<file path="src/verilog/nibble_cpu_pkg.sv">
// Purpose: Shared constants for the nibble CPU transfer, table lookup and ALU block.
// Assumes: 9-bit instruction words, 4-bit data, 11-bit program counter.
// Notes:   The opcode bases have the low operand bits cleared.
package nibble_cpu_pkg;
  localparam int NIB_W   = 4;
  localparam int INSTR_W = 9;
  localparam int PC_W    = 11;
  localparam int FILE_W  = 2;
  localparam int PAGE_W  = 4;
  localparam int ROM_W   = 8;

  // Opcodes with their immediate field cleared.
  localparam logic [8:0] OP_XFER_TOGGLE = 9'h064;
  localparam logic [8:0] OP_XCHG_TOGGLE = 9'h060;
  localparam logic [8:0] OP_XCHG_DEC    = 9'h06c;
  localparam logic [8:0] OP_XCHG_INC    = 9'h068;
  localparam logic [8:0] OP_LOAD_IMM    = 9'h0b0;
  localparam logic [8:0] OP_TABLE_PAGE  = 9'h090;
  localparam logic [8:0] OP_ADD_MEM     = 9'h00a;
  localparam logic [8:0] OP_ADC_MEM     = 9'h00b;
  localparam logic [8:0] OP_ADD_IMM     = 9'h0a0;
  localparam logic [8:0] OP_SET_CARRY   = 9'h007;
  localparam logic [8:0] OP_CLR_CARRY   = 9'h006;
  localparam logic [8:0] OP_SKIP_CARRY0 = 9'h02f;
  localparam logic [8:0] OP_COMPLEMENT  = 9'h01c;
  localparam logic [8:0] OP_ROTATE_R    = 9'h01d;
  localparam logic [8:0] OP_LOGIC_SEL   = 9'h041;

  // Width of the immediate field per opcode group.
  localparam int IMM2_W = 2;
  localparam int IMM4_W = 4;

  // Logic operation select codes.
  localparam logic [1:0] LSEL_XOR = 2'h0;
  localparam logic [1:0] LSEL_OR  = 2'h1;
  localparam logic [1:0] LSEL_AND = 2'h2;

  // Reset values.
  localparam logic [3:0] NIB_RST   = 4'h0;
  localparam logic [1:0] FILE_RST  = 2'h0;
  localparam logic       CARRY_RST = 1'b0;

  // Wrap values of the digit pointer that cause a skip.
  localparam logic [3:0] Y_WRAP_DEC = 4'hf;
  localparam logic [3:0] Y_WRAP_INC = 4'h0;

  localparam int TABLE_CYCLES = 3;
endpackage : nibble_cpu_pkg

</file>
<file path="src/verilog/nibble_alu.sv">
// Purpose: Combinational 4-bit adder and logic unit.
// Assumes: Operands arrive already selected by the caller.
// Notes:   No state is held here.
`timescale 1ns/1ns
module nibble_alu (
  // Operands
  input  wire logic [3:0] a,
  input  wire logic [3:0] operand,
  input  wire logic       cin,
  input  wire logic [1:0] lsel,
  // Results
  output logic      [3:0] sum,
  output logic            cout,
  output logic      [3:0] logic_res
);
  logic [4:0] total;

  always_comb begin
    total = {1'b0, a} + {1'b0, operand} + {4'h0, cin};
    sum   = total[3:0];
    cout  = total[4];
  end

  // Function chosen by the selection register; an unused code yields XOR.
  always_comb begin
    unique case (lsel)
      nibble_cpu_pkg::LSEL_OR:  logic_res = a | operand;
      nibble_cpu_pkg::LSEL_AND: logic_res = a & operand;
      default:                  logic_res = a ^ operand;
    endcase
  end
endmodule : nibble_alu

</file>
<file path="src/verilog/nibble_cpu_ram_alu_ops.sv">
// Purpose: Executes transfer, exchange, table lookup, arithmetic, carry and logic instructions.
// Assumes: The sequencer offers one instruction per cycle and holds off while busy_q is high.
// Notes:   RAM writes are posted one cycle and bypassed to the next read of the same address.
// Notes on behaviour
// - Transfer with toggle loads the accumulator from RAM and XORs j into the file select.
// - Exchange with toggle swaps accumulator and RAM nibble and XORs j into the file select.
// - Exchange and decrement also decrements the digit pointer and skips when it becomes 15.
// - Exchange and increment also increments the digit pointer and skips when it becomes 0.
// - Table lookup takes three cycles, pushes the counter on the stack and forms the address.
// - Table lookup loads ROM bits 7..4 into B and 3..0 into the accumulator, then pops.
// - Add memory adds the addressed RAM nibble to the accumulator and keeps the 4-bit sum.
// - Add memory with carry adds RAM nibble and carry and stores sum and carry out.
// - Add immediate adds a 4-bit immediate to the accumulator.
// - The logic operation combines accumulator and port S by XOR, OR or AND per select.
// - Add immediate leaves the carry alone and skips when there is no overflow.
// - Set carry forces carry to one, clear carry to zero, accumulator unchanged.
// - Skip on carry zero skips the next instruction when the carry is zero.
// - Rotate right moves old carry into bit 3 and bit 0 into the carry.
`timescale 1ns/1ns
module nibble_cpu_ram_alu_ops #(
  parameter int STACK_DEPTH = 4
) (
  // Clock and reset
  input  wire logic        clk_sys,
  input  wire logic        arst_n,
  // Instruction from the sequencer
  input  wire logic        instr_valid,
  input  wire logic [8:0]  instr,
  input  wire logic [10:0] pc_in,
  input  wire logic [2:0]  table_offset_high_bits,
  input  wire logic [1:0]  logic_select_op,
  // Port S pins
  input  wire logic [3:0]  port_s,
  // Data RAM
  input  wire logic [3:0]  ram_rdata,
  output logic      [5:0]  ram_addr_q,
  output logic             ram_we_q,
  output logic      [5:0]  ram_waddr_q,
  output logic      [3:0]  ram_wdata_q,
  // Program ROM
  input  wire logic [7:0]  rom_rdata,
  output logic      [10:0] rom_addr_q,
  // Sequencer feedback
  output logic             skip_q,
  output logic             busy_q,
  output logic             pc_load_q,
  output logic      [10:0] pc_value_q,
  // Architectural state
  output logic      [3:0]  acc_q,
  output logic      [3:0]  b_q,
  output logic             carry_flag_q,
  output logic      [1:0]  file_sel_q,
  output logic      [3:0]  data_pointer_q
);
  localparam int STACK_PTR_W = $clog2(STACK_DEPTH);

  typedef enum logic [1:0] {ST_IDLE, ST_TAB_LOAD, ST_TAB_RET} tab_state_e;

  tab_state_e  state_q;
  logic [10:0] return_stack [STACK_DEPTH];
  logic [STACK_PTR_W-1:0] stack_pointer_q;
  logic [3:0]  port_s_meta_q;
  logic [3:0]  port_s_q;
  logic [3:0]  mem_nib;
  logic [3:0]  alu_operand;
  logic        alu_cin;
  logic [3:0]  alu_sum;
  logic        alu_cout;
  logic [3:0]  alu_logic;
  logic [3:0]  y_dec;
  logic [3:0]  y_inc;
  logic        go;

  // True when the instruction matches a base with imm_w low operand bits.
  function automatic logic op_is(input logic [8:0] ins, input logic [8:0] base,
                                 input int imm_w);
    logic [8:0] mask;
    mask = 9'h1ff << imm_w;
    return (ins & mask) == base;
  endfunction : op_is

  assign go    = instr_valid && (state_q == ST_IDLE);
  assign y_dec = data_pointer_q - 4'h1;
  assign y_inc = data_pointer_q + 4'h1;

  // A posted write to the addressed cell is forwarded to the reader.
  assign mem_nib = (ram_we_q && ram_waddr_q == ram_addr_q) ? ram_wdata_q : ram_rdata;

  always_comb begin
    alu_operand = mem_nib;
    alu_cin     = 1'b0;
    if (op_is(instr, nibble_cpu_pkg::OP_ADD_IMM, nibble_cpu_pkg::IMM4_W)) begin
      alu_operand = instr[3:0];
    end else if (op_is(instr, nibble_cpu_pkg::OP_LOGIC_SEL, 0)) begin
      alu_operand = port_s_q;
    end else if (op_is(instr, nibble_cpu_pkg::OP_ADC_MEM, 0)) begin
      alu_cin = carry_flag_q;
    end
  end

  nibble_alu u_alu (
    .a         (acc_q),
    .operand   (alu_operand),
    .cin       (alu_cin),
    .lsel      (logic_select_op),
    .sum       (alu_sum),
    .cout      (alu_cout),
    .logic_res (alu_logic)
  );

  // Port S comes from pins and is synchronised before use.
  always_ff @(posedge clk_sys or negedge arst_n) begin
    if (!arst_n) begin
      port_s_meta_q <= nibble_cpu_pkg::NIB_RST;
      port_s_q      <= nibble_cpu_pkg::NIB_RST;
    end else begin
      port_s_meta_q <= port_s;
      port_s_q      <= port_s_meta_q;
    end
  end

  // Accumulator and B.
  always_ff @(posedge clk_sys or negedge arst_n) begin
    if (!arst_n) begin
      acc_q <= nibble_cpu_pkg::NIB_RST;
      b_q   <= nibble_cpu_pkg::NIB_RST;
    end else if (state_q == ST_TAB_LOAD) begin
      b_q   <= rom_rdata[7:4];
      acc_q <= rom_rdata[3:0];
    end else if (go) begin
      if (op_is(instr, nibble_cpu_pkg::OP_XFER_TOGGLE, nibble_cpu_pkg::IMM2_W) ||
          op_is(instr, nibble_cpu_pkg::OP_XCHG_TOGGLE, nibble_cpu_pkg::IMM2_W) ||
          op_is(instr, nibble_cpu_pkg::OP_XCHG_DEC, nibble_cpu_pkg::IMM2_W) ||
          op_is(instr, nibble_cpu_pkg::OP_XCHG_INC, nibble_cpu_pkg::IMM2_W)) begin
        acc_q <= mem_nib;
      end else if (op_is(instr, nibble_cpu_pkg::OP_LOAD_IMM, nibble_cpu_pkg::IMM4_W)) begin
        acc_q <= instr[3:0];
      end else if (op_is(instr, nibble_cpu_pkg::OP_ADD_MEM, 0) ||
                   op_is(instr, nibble_cpu_pkg::OP_ADC_MEM, 0) ||
                   op_is(instr, nibble_cpu_pkg::OP_ADD_IMM, nibble_cpu_pkg::IMM4_W)) begin
        acc_q <= alu_sum;
      end else if (op_is(instr, nibble_cpu_pkg::OP_LOGIC_SEL, 0)) begin
        acc_q <= alu_logic;
      end else if (op_is(instr, nibble_cpu_pkg::OP_COMPLEMENT, 0)) begin
        acc_q <= ~acc_q;
      end else if (op_is(instr, nibble_cpu_pkg::OP_ROTATE_R, 0)) begin
        acc_q <= {carry_flag_q, acc_q[3:1]};
      end
    end
  end

  // Carry flag; add immediate and plain add memory leave it alone.
  always_ff @(posedge clk_sys or negedge arst_n) begin
    if (!arst_n) begin
      carry_flag_q <= nibble_cpu_pkg::CARRY_RST;
    end else if (go) begin
      if (op_is(instr, nibble_cpu_pkg::OP_ADC_MEM, 0)) begin
        carry_flag_q <= alu_cout;
      end else if (op_is(instr, nibble_cpu_pkg::OP_SET_CARRY, 0)) begin
        carry_flag_q <= 1'b1;
      end else if (op_is(instr, nibble_cpu_pkg::OP_CLR_CARRY, 0)) begin
        carry_flag_q <= 1'b0;
      end else if (op_is(instr, nibble_cpu_pkg::OP_ROTATE_R, 0)) begin
        carry_flag_q <= acc_q[0];
      end
    end
  end

  // File select and digit pointer, plus the posted RAM write of exchanges.
  always_ff @(posedge clk_sys or negedge arst_n) begin
    if (!arst_n) begin
      file_sel_q     <= nibble_cpu_pkg::FILE_RST;
      data_pointer_q <= nibble_cpu_pkg::NIB_RST;
      ram_we_q       <= 1'b0;
      ram_waddr_q    <= 6'h00;
      ram_wdata_q    <= nibble_cpu_pkg::NIB_RST;
    end else begin
      ram_we_q <= 1'b0;
      if (go) begin
        if (op_is(instr, nibble_cpu_pkg::OP_XFER_TOGGLE, nibble_cpu_pkg::IMM2_W)) begin
          file_sel_q <= file_sel_q ^ instr[1:0];
        end else if (op_is(instr, nibble_cpu_pkg::OP_XCHG_TOGGLE, nibble_cpu_pkg::IMM2_W) ||
                     op_is(instr, nibble_cpu_pkg::OP_XCHG_DEC, nibble_cpu_pkg::IMM2_W) ||
                     op_is(instr, nibble_cpu_pkg::OP_XCHG_INC, nibble_cpu_pkg::IMM2_W)) begin
          file_sel_q  <= file_sel_q ^ instr[1:0];
          ram_we_q    <= 1'b1;
          ram_waddr_q <= ram_addr_q;
          ram_wdata_q <= acc_q;
          if (op_is(instr, nibble_cpu_pkg::OP_XCHG_DEC, nibble_cpu_pkg::IMM2_W)) begin
            data_pointer_q <= y_dec;
          end else if (op_is(instr, nibble_cpu_pkg::OP_XCHG_INC, nibble_cpu_pkg::IMM2_W)) begin
            data_pointer_q <= y_inc;
          end
        end
      end
    end
  end

  // RAM read address follows the file select and digit pointer.
  always_ff @(posedge clk_sys or negedge arst_n) begin
    if (!arst_n) begin
      ram_addr_q <= 6'h00;
    end else begin
      ram_addr_q <= {file_sel_q, data_pointer_q};
    end
  end

  // Skip request for the instruction that follows.
  always_ff @(posedge clk_sys or negedge arst_n) begin
    if (!arst_n) begin
      skip_q <= 1'b0;
    end else begin
      skip_q <= 1'b0;
      if (go) begin
        if (op_is(instr, nibble_cpu_pkg::OP_XCHG_DEC, nibble_cpu_pkg::IMM2_W)) begin
          skip_q <= (y_dec == nibble_cpu_pkg::Y_WRAP_DEC);
        end else if (op_is(instr, nibble_cpu_pkg::OP_XCHG_INC, nibble_cpu_pkg::IMM2_W)) begin
          skip_q <= (y_inc == nibble_cpu_pkg::Y_WRAP_INC);
        end else if (op_is(instr, nibble_cpu_pkg::OP_ADD_IMM, nibble_cpu_pkg::IMM4_W)) begin
          skip_q <= !alu_cout;
        end else if (op_is(instr, nibble_cpu_pkg::OP_SKIP_CARRY0, 0)) begin
          skip_q <= !carry_flag_q;
        end
      end
    end
  end

  // Table lookup sequence: accept, load from ROM, return.
  always_ff @(posedge clk_sys or negedge arst_n) begin
    if (!arst_n) begin
      state_q         <= ST_IDLE;
      busy_q          <= 1'b0;
      stack_pointer_q <= '0;
      rom_addr_q      <= 11'h000;
      pc_load_q       <= 1'b0;
      pc_value_q      <= 11'h000;
    end else begin
      pc_load_q <= 1'b0;
      unique case (state_q)
        ST_IDLE: begin
          if (go && op_is(instr, nibble_cpu_pkg::OP_TABLE_PAGE, nibble_cpu_pkg::IMM4_W)) begin
            stack_pointer_q <= stack_pointer_q + 1'b1;
            rom_addr_q      <= {instr[3:0], table_offset_high_bits, acc_q};
            busy_q          <= 1'b1;
            state_q         <= ST_TAB_LOAD;
          end
        end
        ST_TAB_LOAD: begin
          state_q <= ST_TAB_RET;
        end
        ST_TAB_RET: begin
          stack_pointer_q <= stack_pointer_q - 1'b1;
          pc_value_q      <= return_stack[stack_pointer_q - 1'b1];
          pc_load_q       <= 1'b1;
          busy_q          <= 1'b0;
          state_q         <= ST_IDLE;
        end
      endcase
    end
  end

  // Stack storage needs no reset; it is written before any read.
  always_ff @(posedge clk_sys) begin
    if (state_q == ST_IDLE && go &&
        op_is(instr, nibble_cpu_pkg::OP_TABLE_PAGE, nibble_cpu_pkg::IMM4_W)) begin
      return_stack[stack_pointer_q] <= pc_in;
    end
  end
endmodule : nibble_cpu_ram_alu_ops

</file>
<file path="config.mk">
export PLATFORM = sky130hd
export DESIGN_NAME = nibble_cpu_ram_alu_ops
export DESIGN_NICKNAME = d
export VERILOG_FILES = /design/src/verilog/nibble_cpu_pkg.sv /design/src/verilog/nibble_alu.sv /design/src/verilog/nibble_cpu_ram_alu_ops.sv
export SDC_FILE = /design/constraint.sdc
export NUM_CORES = 1
export LEC_CHECK = 0
export BUFFER_PORTS_ARGS = -buffer_cell sky130_fd_sc_hd__buf_2
export CAP_MARGIN = 0
export CORE_MARGIN = 2
export CORE_UTILIZATION = 60
export CTS_CLUSTER_SIZE = 14
export DETAILED_ROUTE_END_ITERATION = 12
export MAX_ROUTING_LAYER = met4
export PLACE_DENSITY = 0.87
export SYNTH_ARGS = -nofsm -noshare
export SYNTH_HDL_FRONTEND = slang
export SYNTH_SLANG_ARGS = --single-unit
</file>
<file path="constraint.sdc">
create_clock -name clk_sys -period 6.3 [get_ports clk_sys]
set_input_delay 0 -clock clk_sys [delete_from_list [all_inputs] [get_ports clk_sys]]
set_output_delay 0 -clock clk_sys [all_outputs]
set_load 0.02 [all_outputs]
</file>
Yosys cells after proc, flatten, opt, wreduce, memory -nomap -nowiden
Memories as Yosys holds them, arrays and structs flattened. A register that Yosys moved wholly into a read port is not among the register bits. Index checks and enable logic that the tools add are counted.

Bits in read-only memories: 0. Bits in writable memories: 44. Memories kept: 1. Bits in latches: 0. Input port bits: 44. Logic and storage cells: 122. Flip-flop bits (word level): 58. Output and inout bits: 57.

Div/mod/pow operators: 0. Reduce and logical (&&, ||, !) cells: 30. Magnitude comparators: 0. Bitwise gates (word level): 6. Muxes and demuxes: 40. Multipliers: 0. Add/sub/neg operators: 6. Equality and inequality tests: 22. Shifts and indexed selects: 0.

Memories: return_stack (depth 4, width 11, rd ports 1, clocked after memory_dff 1, write ports 1, RTL line nibble_cpu_ram_alu_ops.sv:60) `logic [10:0] return_stack [STACK_DEPTH];`.

Operator list (count): two-way mux 4 bit (13); equality test 7 x 5 -> 1 bit (second input constant) (4); two-way mux 1 bit (19); equality test 9 x 3 -> 1 bit (second input constant) (2); equality test 9 x 4 -> 1 bit (second input constant) (2); equality test 9 x 5 -> 1 bit (second input constant) (2); equality test 5 x 4 -> 1 bit (second input constant) (3); AND reduction 2 bit (5); equality test 9 x 6 -> 1 bit (second input constant) (1); equality test 9 x 7 -> 1 bit (second input constant) (1); two-way mux 2 bit (4); one-hot mux 4 bit (2 select lines) (1); nonzero test 2 bit (4); logical OR 1 bit (7); nonzero test 7 bit (1); equality test 6 bit (1); one-hot mux 2 bit (3 select lines) (1); adder 4 x 4 -> 5 bit (1); adder 5 x 1 -> 5 bit (1); logical AND 1 bit (5); adder 4 x 1 -> 4 bit (second input constant) (1); AND 4 bit (1); equality test 2 x 1 -> 1 bit (second input constant) (2); equality test 2 bit (second input constant) (2); 18 further kinds (20).

Depth between registers and ports, before layout
Gate-level depths: netlist of run 1.

Word-level depth: 13. Gate-level depth with buffers: 14. Mapped depth without buffers: 14.

Cells and area by module
From an unflattened synthesis of run 1, not the netlist that was laid out.

Cells, all modules: 442. Area total of the unflattened synthesis: 5457.7 um^2.

Modules (own cells, without submodules): nibble_cpu_ram_alu_ops (cells an instance 394, instances 1, area an instance 5114.9 um^2, sequential area each 3047.9 um^2); nibble_alu (cells an instance 48, instances 1, area an instance 342.8 um^2, sequential area each 0.0 um^2).

Least setup slack after synthesis of run 1
OpenSTA, ideal clock, no wires.

Path type: register to register. From: reg ram_addr_q[2]. To: reg carry_flag_q. Buffers on the path: 0. Stages on the path, launching flop included: 14. Clock period less this slack: 3.652 ns. Data required time: 6.171 ns. Setup time: 0.129 ns. Arrival: 3.523 ns. Path slack: 2.648 ns. Path through: dfrtp_1 xor2_1 nor4_1 mux2_2 mux2_2 o21ai_0 fa_1 inv_1 fa_1 a21o_1 a21oi_1 a41oi_1 o21ai_0 o31ai_1.

Longest elaborated chain between the ends: 8.

RTL lines: from (decl) (RTL line nibble_cpu_ram_alu_ops.sv:36) `output logic [5:0] ram_addr_q,`; from (signal assigned) (RTL line nibble_cpu_ram_alu_ops.sv:204) `ram_addr_q <= {file_sel_q, data_pointer_q};`; equality test 6 bit (RTL line nibble_cpu_ram_alu_ops.sv:87) `assign mem_nib = (ram_we_q && ram_waddr_q == ram_addr_q) ? ram_wdata_q : ram_rdata;`; logical AND 1 bit (RTL line nibble_cpu_ram_alu_ops.sv:87); two-way mux 4 bit (RTL line nibble_cpu_ram_alu_ops.sv:87); two-way mux 4 bit (RTL line nibble_cpu_ram_alu_ops.sv:94) `end else if (op_is(instr, nibble_cpu_pkg::OP_LOGIC_SEL, 0)) begin`; two-way mux 4 bit (RTL line nibble_cpu_ram_alu_ops.sv:92) `if (op_is(instr, nibble_cpu_pkg::OP_ADD_IMM, nibble_cpu_pkg::IMM4_W)) begin`; adder 4 x 4 -> 5 bit (RTL line nibble_alu.sv:19) `total = {1'b0, a} + {1'b0, operand} + {4'h0, cin};`; adder 5 x 1 -> 5 bit (RTL line nibble_alu.sv:19); two-way mux 1 bit (RTL line nibble_cpu_ram_alu_ops.sv:157) `if (op_is(instr, nibble_cpu_pkg::OP_ADC_MEM, 0)) begin`; to (signal assigned) (RTL line nibble_cpu_ram_alu_ops.sv:155) `carry_flag_q <= nibble_cpu_pkg::CARRY_RST;`; to (signal assigned) (RTL line nibble_cpu_ram_alu_ops.sv:158) `carry_flag_q <= alu_cout;`; to (signal assigned) (RTL line nibble_cpu_ram_alu_ops.sv:164) `carry_flag_q <= acc_q[0];`; to (decl) (RTL line nibble_cpu_ram_alu_ops.sv:51) `output logic carry_flag_q,`.

No other way between the ends. A chain may end at the register's enable or synchronous reset.

Final worst setup path of run 1
From: reg ram_addr_q[0]. To: reg carry_flag_q.

The elaborated chain is that of the path after synthesis.

==> results of run 1 <==
==> kinds of logic after synthesis <==
group                      synth area share [%]
muxes                                      10.8
xor gates and xnor gates                   2.74
DFF                                        56.1
and+or+nand+nor                            12.9
adders and majority gates                  5.57
buffers and inverters                      3.08
AOI/OAI and AO/OA                          8.84
==> where the power goes <==
part / total (mW) / switching (mW) / internal (mW)
registers: 1.02 / 0.131 / 0.891
logic: 0.911 / 0.514 / 0.397
clock network: 0.946 / 0.402 / 0.544
==> flip-flops by register name, indices dropped and copies added (netlist names), 4 cells and up <==
signal	flops
return_stack	44
data_pointer_q	4
port_s_meta_q	4
b_q	4
ram_wdata_q	4
acc_q	4
ram_addr_q	6
pc_value_q	11
port_s_q	4
ram_waddr_q	6
rom_addr_q	11
==> how the worst max path moves through the flow <==
| stage | from | end | cells past startpoint |
|---|---|---|---|
| 3_5_place_dp | ram_addr_q[0]$_DFF_PN0_ | carry_flag_q$_DFFE_PN0P_ | 14 |
| 6_report | ram_addr_q[0]$_DFF_PN0_ | carry_flag_q$_DFFE_PN0P_ | 15 |
| 2_1_floorplan | ram_addr_q[2]$_DFF_PN0_ | carry_flag_q$_DFFE_PN0P_ | 13 |
| 4_1_cts | ram_addr_q[0]$_DFF_PN0_ | carry_flag_q$_DFFE_PN0P_ | 15 |
| 5_1_grt | ram_addr_q[1]$_DFF_PN0_ | carry_flag_q$_DFFE_PN0P_ | 15 |
| 3_3_place_gp | ram_addr_q[4]$_DFF_PN0_ | carry_flag_q$_DFFE_PN0P_ | 14 |
==> tightest hold or removal path: cells and delay by family <==
| family | cells | cell delay, ps |
|---|---|---|
| buffers and inverters | 1 | 90 |
| muxes | 1 | 240 |
| AOI/OAI and AO/OA | 2 | 240 |
==> cells in the mapped netlist (2+ instances only) <==
library cell	n
nor2_1	17
o311a_1	2
nor3_1	5
a211oi_1	4
a32oi_1	2
xor2_1	7
inv_1	22
o21ai_0	25
buf_1	2
nor4b_1	2
ha_1	21
mux4_2	11
a221oi_1	3
nand4_1	3
nand3_1	6
a31oi_1	5
a21o_1	2
nor2b_1	3
and2_1	5
clkbuf_1	15
a22oi_1	3
a22o_1	2
nor3b_1	5
nand2_1	70
or3_1	2
a21oi_1	13
fa_1	2
o31ai_1	5
edfxtp_1	44
mux2i_1	7
nand2b_1	8
dfrtp_1	69
xnor2_1	10
nand3b_1	2
mux2_2	24
==> metal layers <==
| layer | track usage, % | vias to the layer above | wire [um] |
|---|---|---|---|
| li1 | - | 1904 | - |
| met1 | 38.2 | 2069 | 5420 |
| met2 | 52.1 | 248 | 7490 |
| met3 | 8.50 | 47 | 1300 |
| met4 | 17.8 | 0 | 631 |
| met5 | - | - | 0 |
==> metrics by stage <==
stage	hold slack (ps)	setup slack [ps]	power [mW]
global placement	108	2420	1.83
floorplan	-296	2650	1.59
detailed placement	110	2240	1.87
CTS	54.2	1680	2.86
global route	111	1260	3.00
finish	92.4	1470	2.88
==> layout make-up <==
type                    instances  area [sq um]  area share [%]
clock buffers                  17           414            5.96
flip-flops and latches        113          3050            43.9
multi-input cells             296          2220            32.0
clock inverters                15           161            2.32
repair buffers                139           883            12.7
inverters                      22          82.6            1.19
well taps                     108           135            1.95
==> layout by cell type (no fill, tap or decap), types with 4 or more instances in the layout <==
cell	count
buf_2	100
nand2_1	70
dfrtp_1	69
edfxtp_1	44
dlygate4sd3_1	36
o21ai_0	25
mux2_2	24
inv_1	22
ha_1	21
nor2_1	17
clkbuf_16	16
a21oi_1	13
mux4_2	11
xnor2_1	10
nand2b_1	8
inv_6	8
xor2_1	7
mux2i_1	7
nand3_1	6
and2_1	5
nor3b_1	5
nor3_1	5
a31oi_1	5
o31ai_1	5
a211oi_1	4
inv_8	4
==> repair_timing <==
item | in CTS | in global routing
hold buffers | 36 | 0
endpoints found under the hold margin | 136 | 0
setup endpoints to repair | 0 | 0
==> metrics.txt, run 1 <==
status finished clean; fmax 0.207 GHz; Leak 3.13 nW; Clock Path Buffers 2; DR iter-0 viols 425; Power Density 414 nW/um^2; initial antenna violation count 0; Synth Warn # 0; min-delay src ram_rdata[2]; Placer Congestion 0.989; Cell Rows 34; # resized after CTS 0; post-DP HPWL 9.26 mm; Core Util, Final 79.3%; Crit. End Element flip-flop; final critical delay including setup and external delays 4830 ps; max_cap viols 0; Setup TNS 0 ps; Yosys cell types 58; Synth area leaders dfrtp_1 32%, edfxtp_1 24%, mux2_2 5.0%; Slew @ Worst Pin 977 ps; H-tree levels 4; Routed wire per std cell 20.9 um; Die X-Extent 99.2 um; RSZ-0062 raised after global routing no; capturing point of the worst reg2reg path carry_flag_q$_DFFE_PN0P_; Final Hold Viols 0; Antenna Cells 0; gr usage total 32.7%; Yosys reg bits 113; Buf/Inv on CP 2; # nets final 656; share of the synthesized area in the top cell type 31.8%; Layout area overhead 27.8%; Clock Skew 7.38 ps; area leader, netlist dfrtp_1; aggregate routed wire length 14.8 mm; # clock sinks 113; max-slew violations 0; vias in the first global route 4385; Peak VDD IR 404 uV; Cell Area, Synth 5440 sq um; hold path depth 4; Post-route DRC 0; Critical Path Fanout Max 4; worst hold path type input pin to flip-flop; fillcell total 498; placed cell areas 6010 sq um; CTS Root Buffer Type clkbuf_8; Crit path max-delay family compound AO/OA/AOI/OAI gates; first-pass GRT wire length 23.4 mm; Non-Filler Instances 710; Worst Hold End acc_q[2]$_DFFE_PN0P_; type of origin of the critical path flip-flop; final setup vio count 0; slowest CP cell nor4_1; RR Startpoint ram_addr_q[0]$_DFF_PN0_; clock latency on the worst-skew pair 530 ps; CP required 6700 ps; main flop type after synthesis dfrtp_1; Die Area 9840 sq um; Reg2Reg Setup Slack 1470 ps; Final period util 76.7%; Synth Area per Inst 12.1 sq um; total CTS buffers 17; Seq/Total Area, Yosys 56.1%; WP data arrival 5240 ps; fin area 6950 sq um; Clock transition at path regs 60 ps; post-route ant nets 0; Ports 101; setup bufs post-CTS 0; Crit Path Class flip-flop to flip-flop; ys async rst share 61.1%; Die Height 99.2 um; Initial Util 62.0%; Max stage delay on crit path 710 ps; Synth Net Count 518; cells after synthesis 451; EDFF count, synth 44; TritonCTS clock tree yes; Max transition margin 34.4%; core box area 8760 sq um; CP cell instances xnor2_1 -> nand4_1 -> nor4_1 -> mux2_2 -> mux2_2 -> o21ai_0 -> fa_1 -> inv_1 -> fa_1 -> a21o_1 -> a21oi_1 -> a41oi_1 -> o21ai_0 -> o31ai_1 -> dlygate4sd3_1; layout cells sized above 1 29.6%; GRT overflow 0; PortBufs 100; largest net degree at the start of global routing 70; Worst R2R Path Depth 15; First-pass DRT Iterations 6; via count 4268; Via-to-Cell Ratio 6.01; Placed Cells 642
(Power assumes the default switching activity.)
==> inputs of run 2 (changes only) <==
Settings changed: CORE_UTILIZATION 60 to 50, PLACE_DENSITY 0.87 to 0.78.
Clock period 6.3 ns to 4 ns, I/O delays scaled along.
==> metrics.txt, run 2 (same netlist as run 1, synthesis figures left out) <==
PortBufs 100; core box area 10700 sq um; Logic pwr share 32.6%; share of power burned in the clock network 32.2%; Slew @ Worst Pin 1000 ps; WP data arrival 4110 ps; sw power 1.55 mW; Post-route DRC 0; Max stage delay on crit path 570 ps; crit path to acc_q[1]$_DFFE_PN0P_; Via-to-Cell Ratio 5.46; cell mode on critical path mux2_2; final critical delay including setup and external delays 3720 ps; Core Util, Final 65.1%; Reg2Reg Setup Slack 280 ps; RSZ-0062 raised after global routing no; status finished clean; most common cell after layout, fill and taps aside buf_2; Clock transition at path regs 60 ps; worst hold path type input pin to flip-flop; fillcell total 827; capturing point of the worst reg2reg path acc_q[1]$_DFFE_PN0P_; Die Area 11700 sq um; Routed wire per std cell 18.0 um; Crit Path Class flip-flop to flip-flop; post-DP HPWL 8.94 mm; Peak VDD IR 478 uV; DR iter-0 viols 333; initial antenna violation count 0; critical path depth in cells 14; RR Startpoint ram_addr_q[2]$_DFF_PN0_; Cell Rows 38; Final Hold Viols 0; Crit path max-delay family multiplexers; post-route ant nets 0; CP startpoint ram_addr_q[2]$_DFF_PN0_; Antenna Cells 0; internal power 2.87 mW; Reg power frac 35.3%; largest net degree at the start of global routing 70; layout cells sized above 1 30.3%; CTS Root Buffer Type clkbuf_8; via count 4060; Max transition margin 32.8%; CP cell instances xor2_1 -> nor4_2 -> buf_4 -> mux2_2 -> mux2_2 -> mux2_2 -> ha_1 -> nand2_1 -> a21oi_1 -> a211oi_1 -> nor4_2 -> a211oi_2 -> a21oi_2 -> dlygate4sd3_1; hold path depth 5; Crit. End Element flip-flop; max reg flops 44; Critical Path Fanout Max 4; Buf/Inv on CP 2; Die Height 108 um; Die X-Extent 108 um; biggest regs return_stack: 44 flops, pc_value_q: 11 flops, rom_addr_q: 11 flops; slowest CP cell dlygate4sd3_1; Initial Util 50.6%; vias in the first global route 4085; commonest non-fill, non-tap cells in the layout 99 x buf_2, 70 x nand2_1, 69 x dfrtp_1, 44 x edfxtp_1, 35 x dlygate4sd3_1; Clock Skew 5.51 ps; CP required 4390 ps; Leak 3.12 nW; switching portion of total power 35.1%; Final period util 93.1%; # clock sinks 113; H-tree levels 4; TritonCTS clock tree yes; Placer Congestion 0.871; Worst R2R Path Depth 14; Setup TNS 0 ps; max-slew violations 0; # nets final 657; Power Density 632 nW/um^2; aggregate routed wire length 13.4 mm; First-pass DRT Iterations 5; Reg with most FFs return_stack; max_cap viols 0; Layout area overhead 28.6%; Clock Path Buffers 2; fmax 0.269 GHz; gr usage total 24.5%; clock latency on the worst-skew pair 510 ps; first-pass GRT wire length 20.8 mm; total CTS buffers 17; GRT overflow 0; Ports 101; type of origin of the critical path flip-flop; final setup vio count 0
## run 2: per-layer routing
layer	wire (um)	track usage, %	vias to the layer above
li1	-	-	1898
met1	5560	29.8	2007
met2	6930	40.4	138
met3	712	6.69	17
met4	155	6.87	0
met5	0	-	-
## run 2: final cells by class
cell class              instances  area, sq um  share of cell area (%)
well taps                     140          175                    2.50
inverters                      22         82.6                    1.18
multi-input cells             296         2240                    32.0
flip-flops and latches        113         3050                    43.6
repair buffers                140          891                    12.7
clock buffers                  17          414                    5.92
clock inverters                15          146                    2.09
## run 2: worst register-to-register path, cell delays in order, from the launching register on
cell	delay, ps
dfrtp_1	410
xor2_1	200
nor4_2	310
buf_4	190
mux2_2	360
mux2_2	290
mux2_2	290
ha_1	200
nand2_1	60
a21oi_1	70
a211oi_1	280
nor4_2	80
a211oi_2	230
a21oi_2	80
dlygate4sd3_1	570
## run 2: repair_timing
action | in CTS | in global routing
hold buffers | 35 | 0
endpoints found under the setup margin | 0 | 2
resized for setup | 0 | 4
endpoints found under the hold margin | 137 | 0
buffers inserted | 0 | 0
## run 2: power by group through the flow
stage	Clock [mW]	Combinational, mW	Sequential, mW
2_1_floorplan	0	0.739	1.77
3_3_place_gp	0	1.35	1.56
3_5_place_dp	0	1.37	1.58
4_1_cts	1.44	1.44	1.56
5_1_grt	1.50	1.57	1.59
6_report	1.42	1.44	1.56
## run 2: worst min path at each step
stage,from,endpoint,slack [ps]
finish,instr[8],rom_addr_q[7]$_DFFE_PN0P_,90
global route,port_s[0],port_s_meta_q[0]$_DFF_PN0_,120
CTS,instr[8],rom_addr_q[7]$_DFFE_PN0P_,60
detailed placement,port_s[3],port_s_meta_q[3]$_DFF_PN0_,110
global placement,port_s[3],port_s_meta_q[3]$_DFF_PN0_,110
floorplan,arst_n,acc_q[0]$_DFFE_PN0P_,-300
## run 2: through the flow
step / setup WS [ps] / cell area (sq um) / total power [mW] / cells / hold slack, ps
floorplan: 348 / 5440 / 2.51 / 451 / -296
global placement: 474 / 6070 / 2.91 / 676 / 114
detailed placement: 347 / 6070 / 2.95 / 676 / 109
CTS: 25.2 / 6980 / 4.44 / 743 / 62.4
global route: 58.0 / 6990 / 4.65 / 743 / 115
finish: 278 / 6990 / 4.42 / 743 / 89.6
==> inputs of run 3 (changes only) <==
Settings changed: ABC_AREA from default to 1, CORE_UTILIZATION 50 to 60, PLACE_DENSITY 0.78 to 0.87.
Clock period 4 ns to 4.6 ns, I/O delays scaled along.
==> metrics.txt, run 3 <==
Routed wire per std cell 16.8 um; type of origin of the critical path flip-flop; worst hold path type input pin to flip-flop; most common cell after layout, fill and taps aside nand2_1; Worst R2R Path Depth 6; Buf/Inv on CP 2; fmax 0.315 GHz; aggregate routed wire length 14.8 mm; Synth Warn # 0; Post-route DRC 0; Peak VDD IR 432 uV; vias in the first global route 4760; status finished clean; Seq/Total Area, Yosys 54.3%; area leader, netlist dfrtp_1; Setup WS post-layout 1420 ps; GRT overflow 0; Setup TNS 0 ps; top cells by instance count after synthesis 145 x nand2_1, 69 x dfrtp_1, 69 x inv_1; Die Height 101 um; uppermost layer routed met4; Synth Net Count 683; first-pass GRT wire length 23.8 mm; Crit path max-delay family simple AND/OR/NAND/NOR gates; clock latency on the worst-skew pair 520 ps; cell mode on critical path inv_1; final critical delay including setup and external delays 3180 ps; fin area 7150 sq um; First-pass DRT Iterations 5; post-route ant nets 0; Metal-1 WL 6.27 mm; Reg power frac 34.6%; # clock sinks 113; final setup vio count 0; Max stage delay on crit path 1080 ps; RSZ-0062 raised after global routing no; Post-CTS Hold Fix Bufs 34; core box area 9150 sq um; switching portion of total power 38.2%; post-DP HPWL 10.1 mm; WL met2 6.89 mm; cells after synthesis 616; Ports 101; Crit Path Class flip-flop to flip-flop; TritonCTS clock tree yes; Cell Rows 35; via count 4863; Initial Util 61.3%; CTS Root Buffer Type clkbuf_8; Slew @ Worst Pin 1040 ps; Clock transition at path regs 60 ps; H-tree levels 4; biggest regs return_stack: 44 flops, pc_value_q: 11 flops, rom_addr_q: 11 flops; Placer Congestion 0.988; most numerous cell in the Yosys netlist nand2_1; EDFF count, synth 44; dpl ws 1530 ps; Layout area overhead 27.4%; share of the synthesized area in the top cell type 30.8%; max_cap viols 0; # nets final 823; share of power burned in the clock network 33.8%; sw power 1.55 mW; Yosys cell types 40; Reg with most FFs return_stack; Via-to-Cell Ratio 5.53; Die X-Extent 101 um; setup bufs post-CTS 0; layout cells sized above 1 22.5%; Final period util 69.1%; CP cell instances inv_1 -> ha_1 -> nand2_1 -> inv_1 -> nand3_1 -> nor2_1; Crit. End Element flip-flop; CP required 4740 ps; WP data arrival 3310 ps; # resized after CTS 0; Worst Hold End skip_q$_DFF_PN0_; commonest non-fill, non-tap cells in the layout 145 x nand2_1, 100 x buf_2, 69 x inv_1, 69 x dfrtp_1, 68 x nor2_1; Critical Path Fanout Max 25; main flop type after synthesis dfrtp_1; Logic pwr share 31.5%; Reg2Reg Setup Slack 1420 ps; ys async rst share 61.1%; Clock Skew 8.68 ps; total CTS buffers 17; Power Density 567 nW/um^2; max-slew violations 0; Synth area leaders dfrtp_1 31%, edfxtp_1 24%, nand2_1 9.7%; Yosys reg bits 113; DR iter-0 viols 529; placed cell areas 6190 sq um; Clock Path Buffers 2; slowest CP cell nor2_1; internal power 2.50 mW; Max transition margin 30.5%; Antenna Cells 0; metal3 WL 1.37 mm; Synth Area per Inst 9.11 sq um; capturing point of the worst reg2reg path return_stack[3][4]$_DFFE_PP_; RR Startpoint state_q[0]$_DFFE_PN0P_; hold path depth 5; gr usage total 32.0%; Final Hold Viols 0; largest net degree at the start of global routing 70; Cell Area, Synth 5610 sq um; min-delay src instr_valid; PortBufs 100; Leak 3.45 nW; max reg flops 44; initial antenna violation count 0; Die Area 10100 sq um
[run 3: stage by stage]
step,util [%],total power [mW],std cells,hold slack (ps)
3_5_place_dp,67.6,2.64,814,110
6_report,78.1,4.05,880,34.0
3_3_place_gp,67.6,2.58,814,112
4_1_cts,78.1,4.04,880,9.51
5_1_grt,78.1,4.27,880,47.2
2_1_floorplan,-,2.20,616,-296
[run 3: logic make-up (layout without fill, tap and decap cells)]
logic type	after synthesis	after routing	synth area share, %
simple gates	278	278	21.7
flops	113	113	54.3
buf+inv	97	250	6.85
compound gates	91	91	9.37
fa+ha+maj	23	23	5.40
xor+xnor	10	10	1.56
mux	4	4	0.803
[run 3: worst register-to-register path: cells and delay by family (launching register included)]
family / cells / cell delay [ps]
AND/OR/NAND/NOR: 3 / 1900
adder cells (fa/ha/maj): 1 / 210
buffers and inverters: 2 / 280
flip-flops: 1 / 400
[run 3: power by group through the flow]
stage / clock network [mW] / registers (mW) / logic [mW]
3_5_place_dp: 0 / 1.41 / 1.23
2_1_floorplan: 0 / 1.54 / 0.664
5_1_grt: 1.42 / 1.42 / 1.42
4_1_cts: 1.38 / 1.40 / 1.27
3_3_place_gp: 0 / 1.40 / 1.18
6_report: 1.37 / 1.40 / 1.28
[run 3: worst max-delay path by stage]
stage,start,end,depth (start not counted)
after floorplan,ram_addr_q[5]$_DFF_PN0_,acc_q[1]$_DFFE_PN0P_,18
after global placement,state_q[0]$_DFFE_PN0P_,return_stack[3][7]$_DFFE_PP_,6
after detailed placement,state_q[1]$_DFFE_PN0P_,return_stack[3][7]$_DFFE_PP_,6
after CTS,state_q[0]$_DFFE_PN0P_,return_stack[0][5]$_DFFE_PP_,6
after global routing,state_q[0]$_DFFE_PN0P_,return_stack[3][4]$_DFFE_PP_,6
final,state_q[0]$_DFFE_PN0P_,return_stack[3][4]$_DFFE_PP_,6
[run 3: layout make-up]
cell class	instances	area, sq um
Timing Repair Buffer	135	848
Sequential cell	113	3050
Fill cell	602	2010
Clock buffer	18	428
Clock inverter	14	191
Multi-Input combinational cell	406	2180
Inverter	83	313
Tap cell	111	139
[run 3: layer usage]
layer  track usage (%)  up-vias
li1                  -     2284
met5                 -        -
met2              48.1      266
met1              43.9     2283
met3              6.45       30
met4              10.9        0
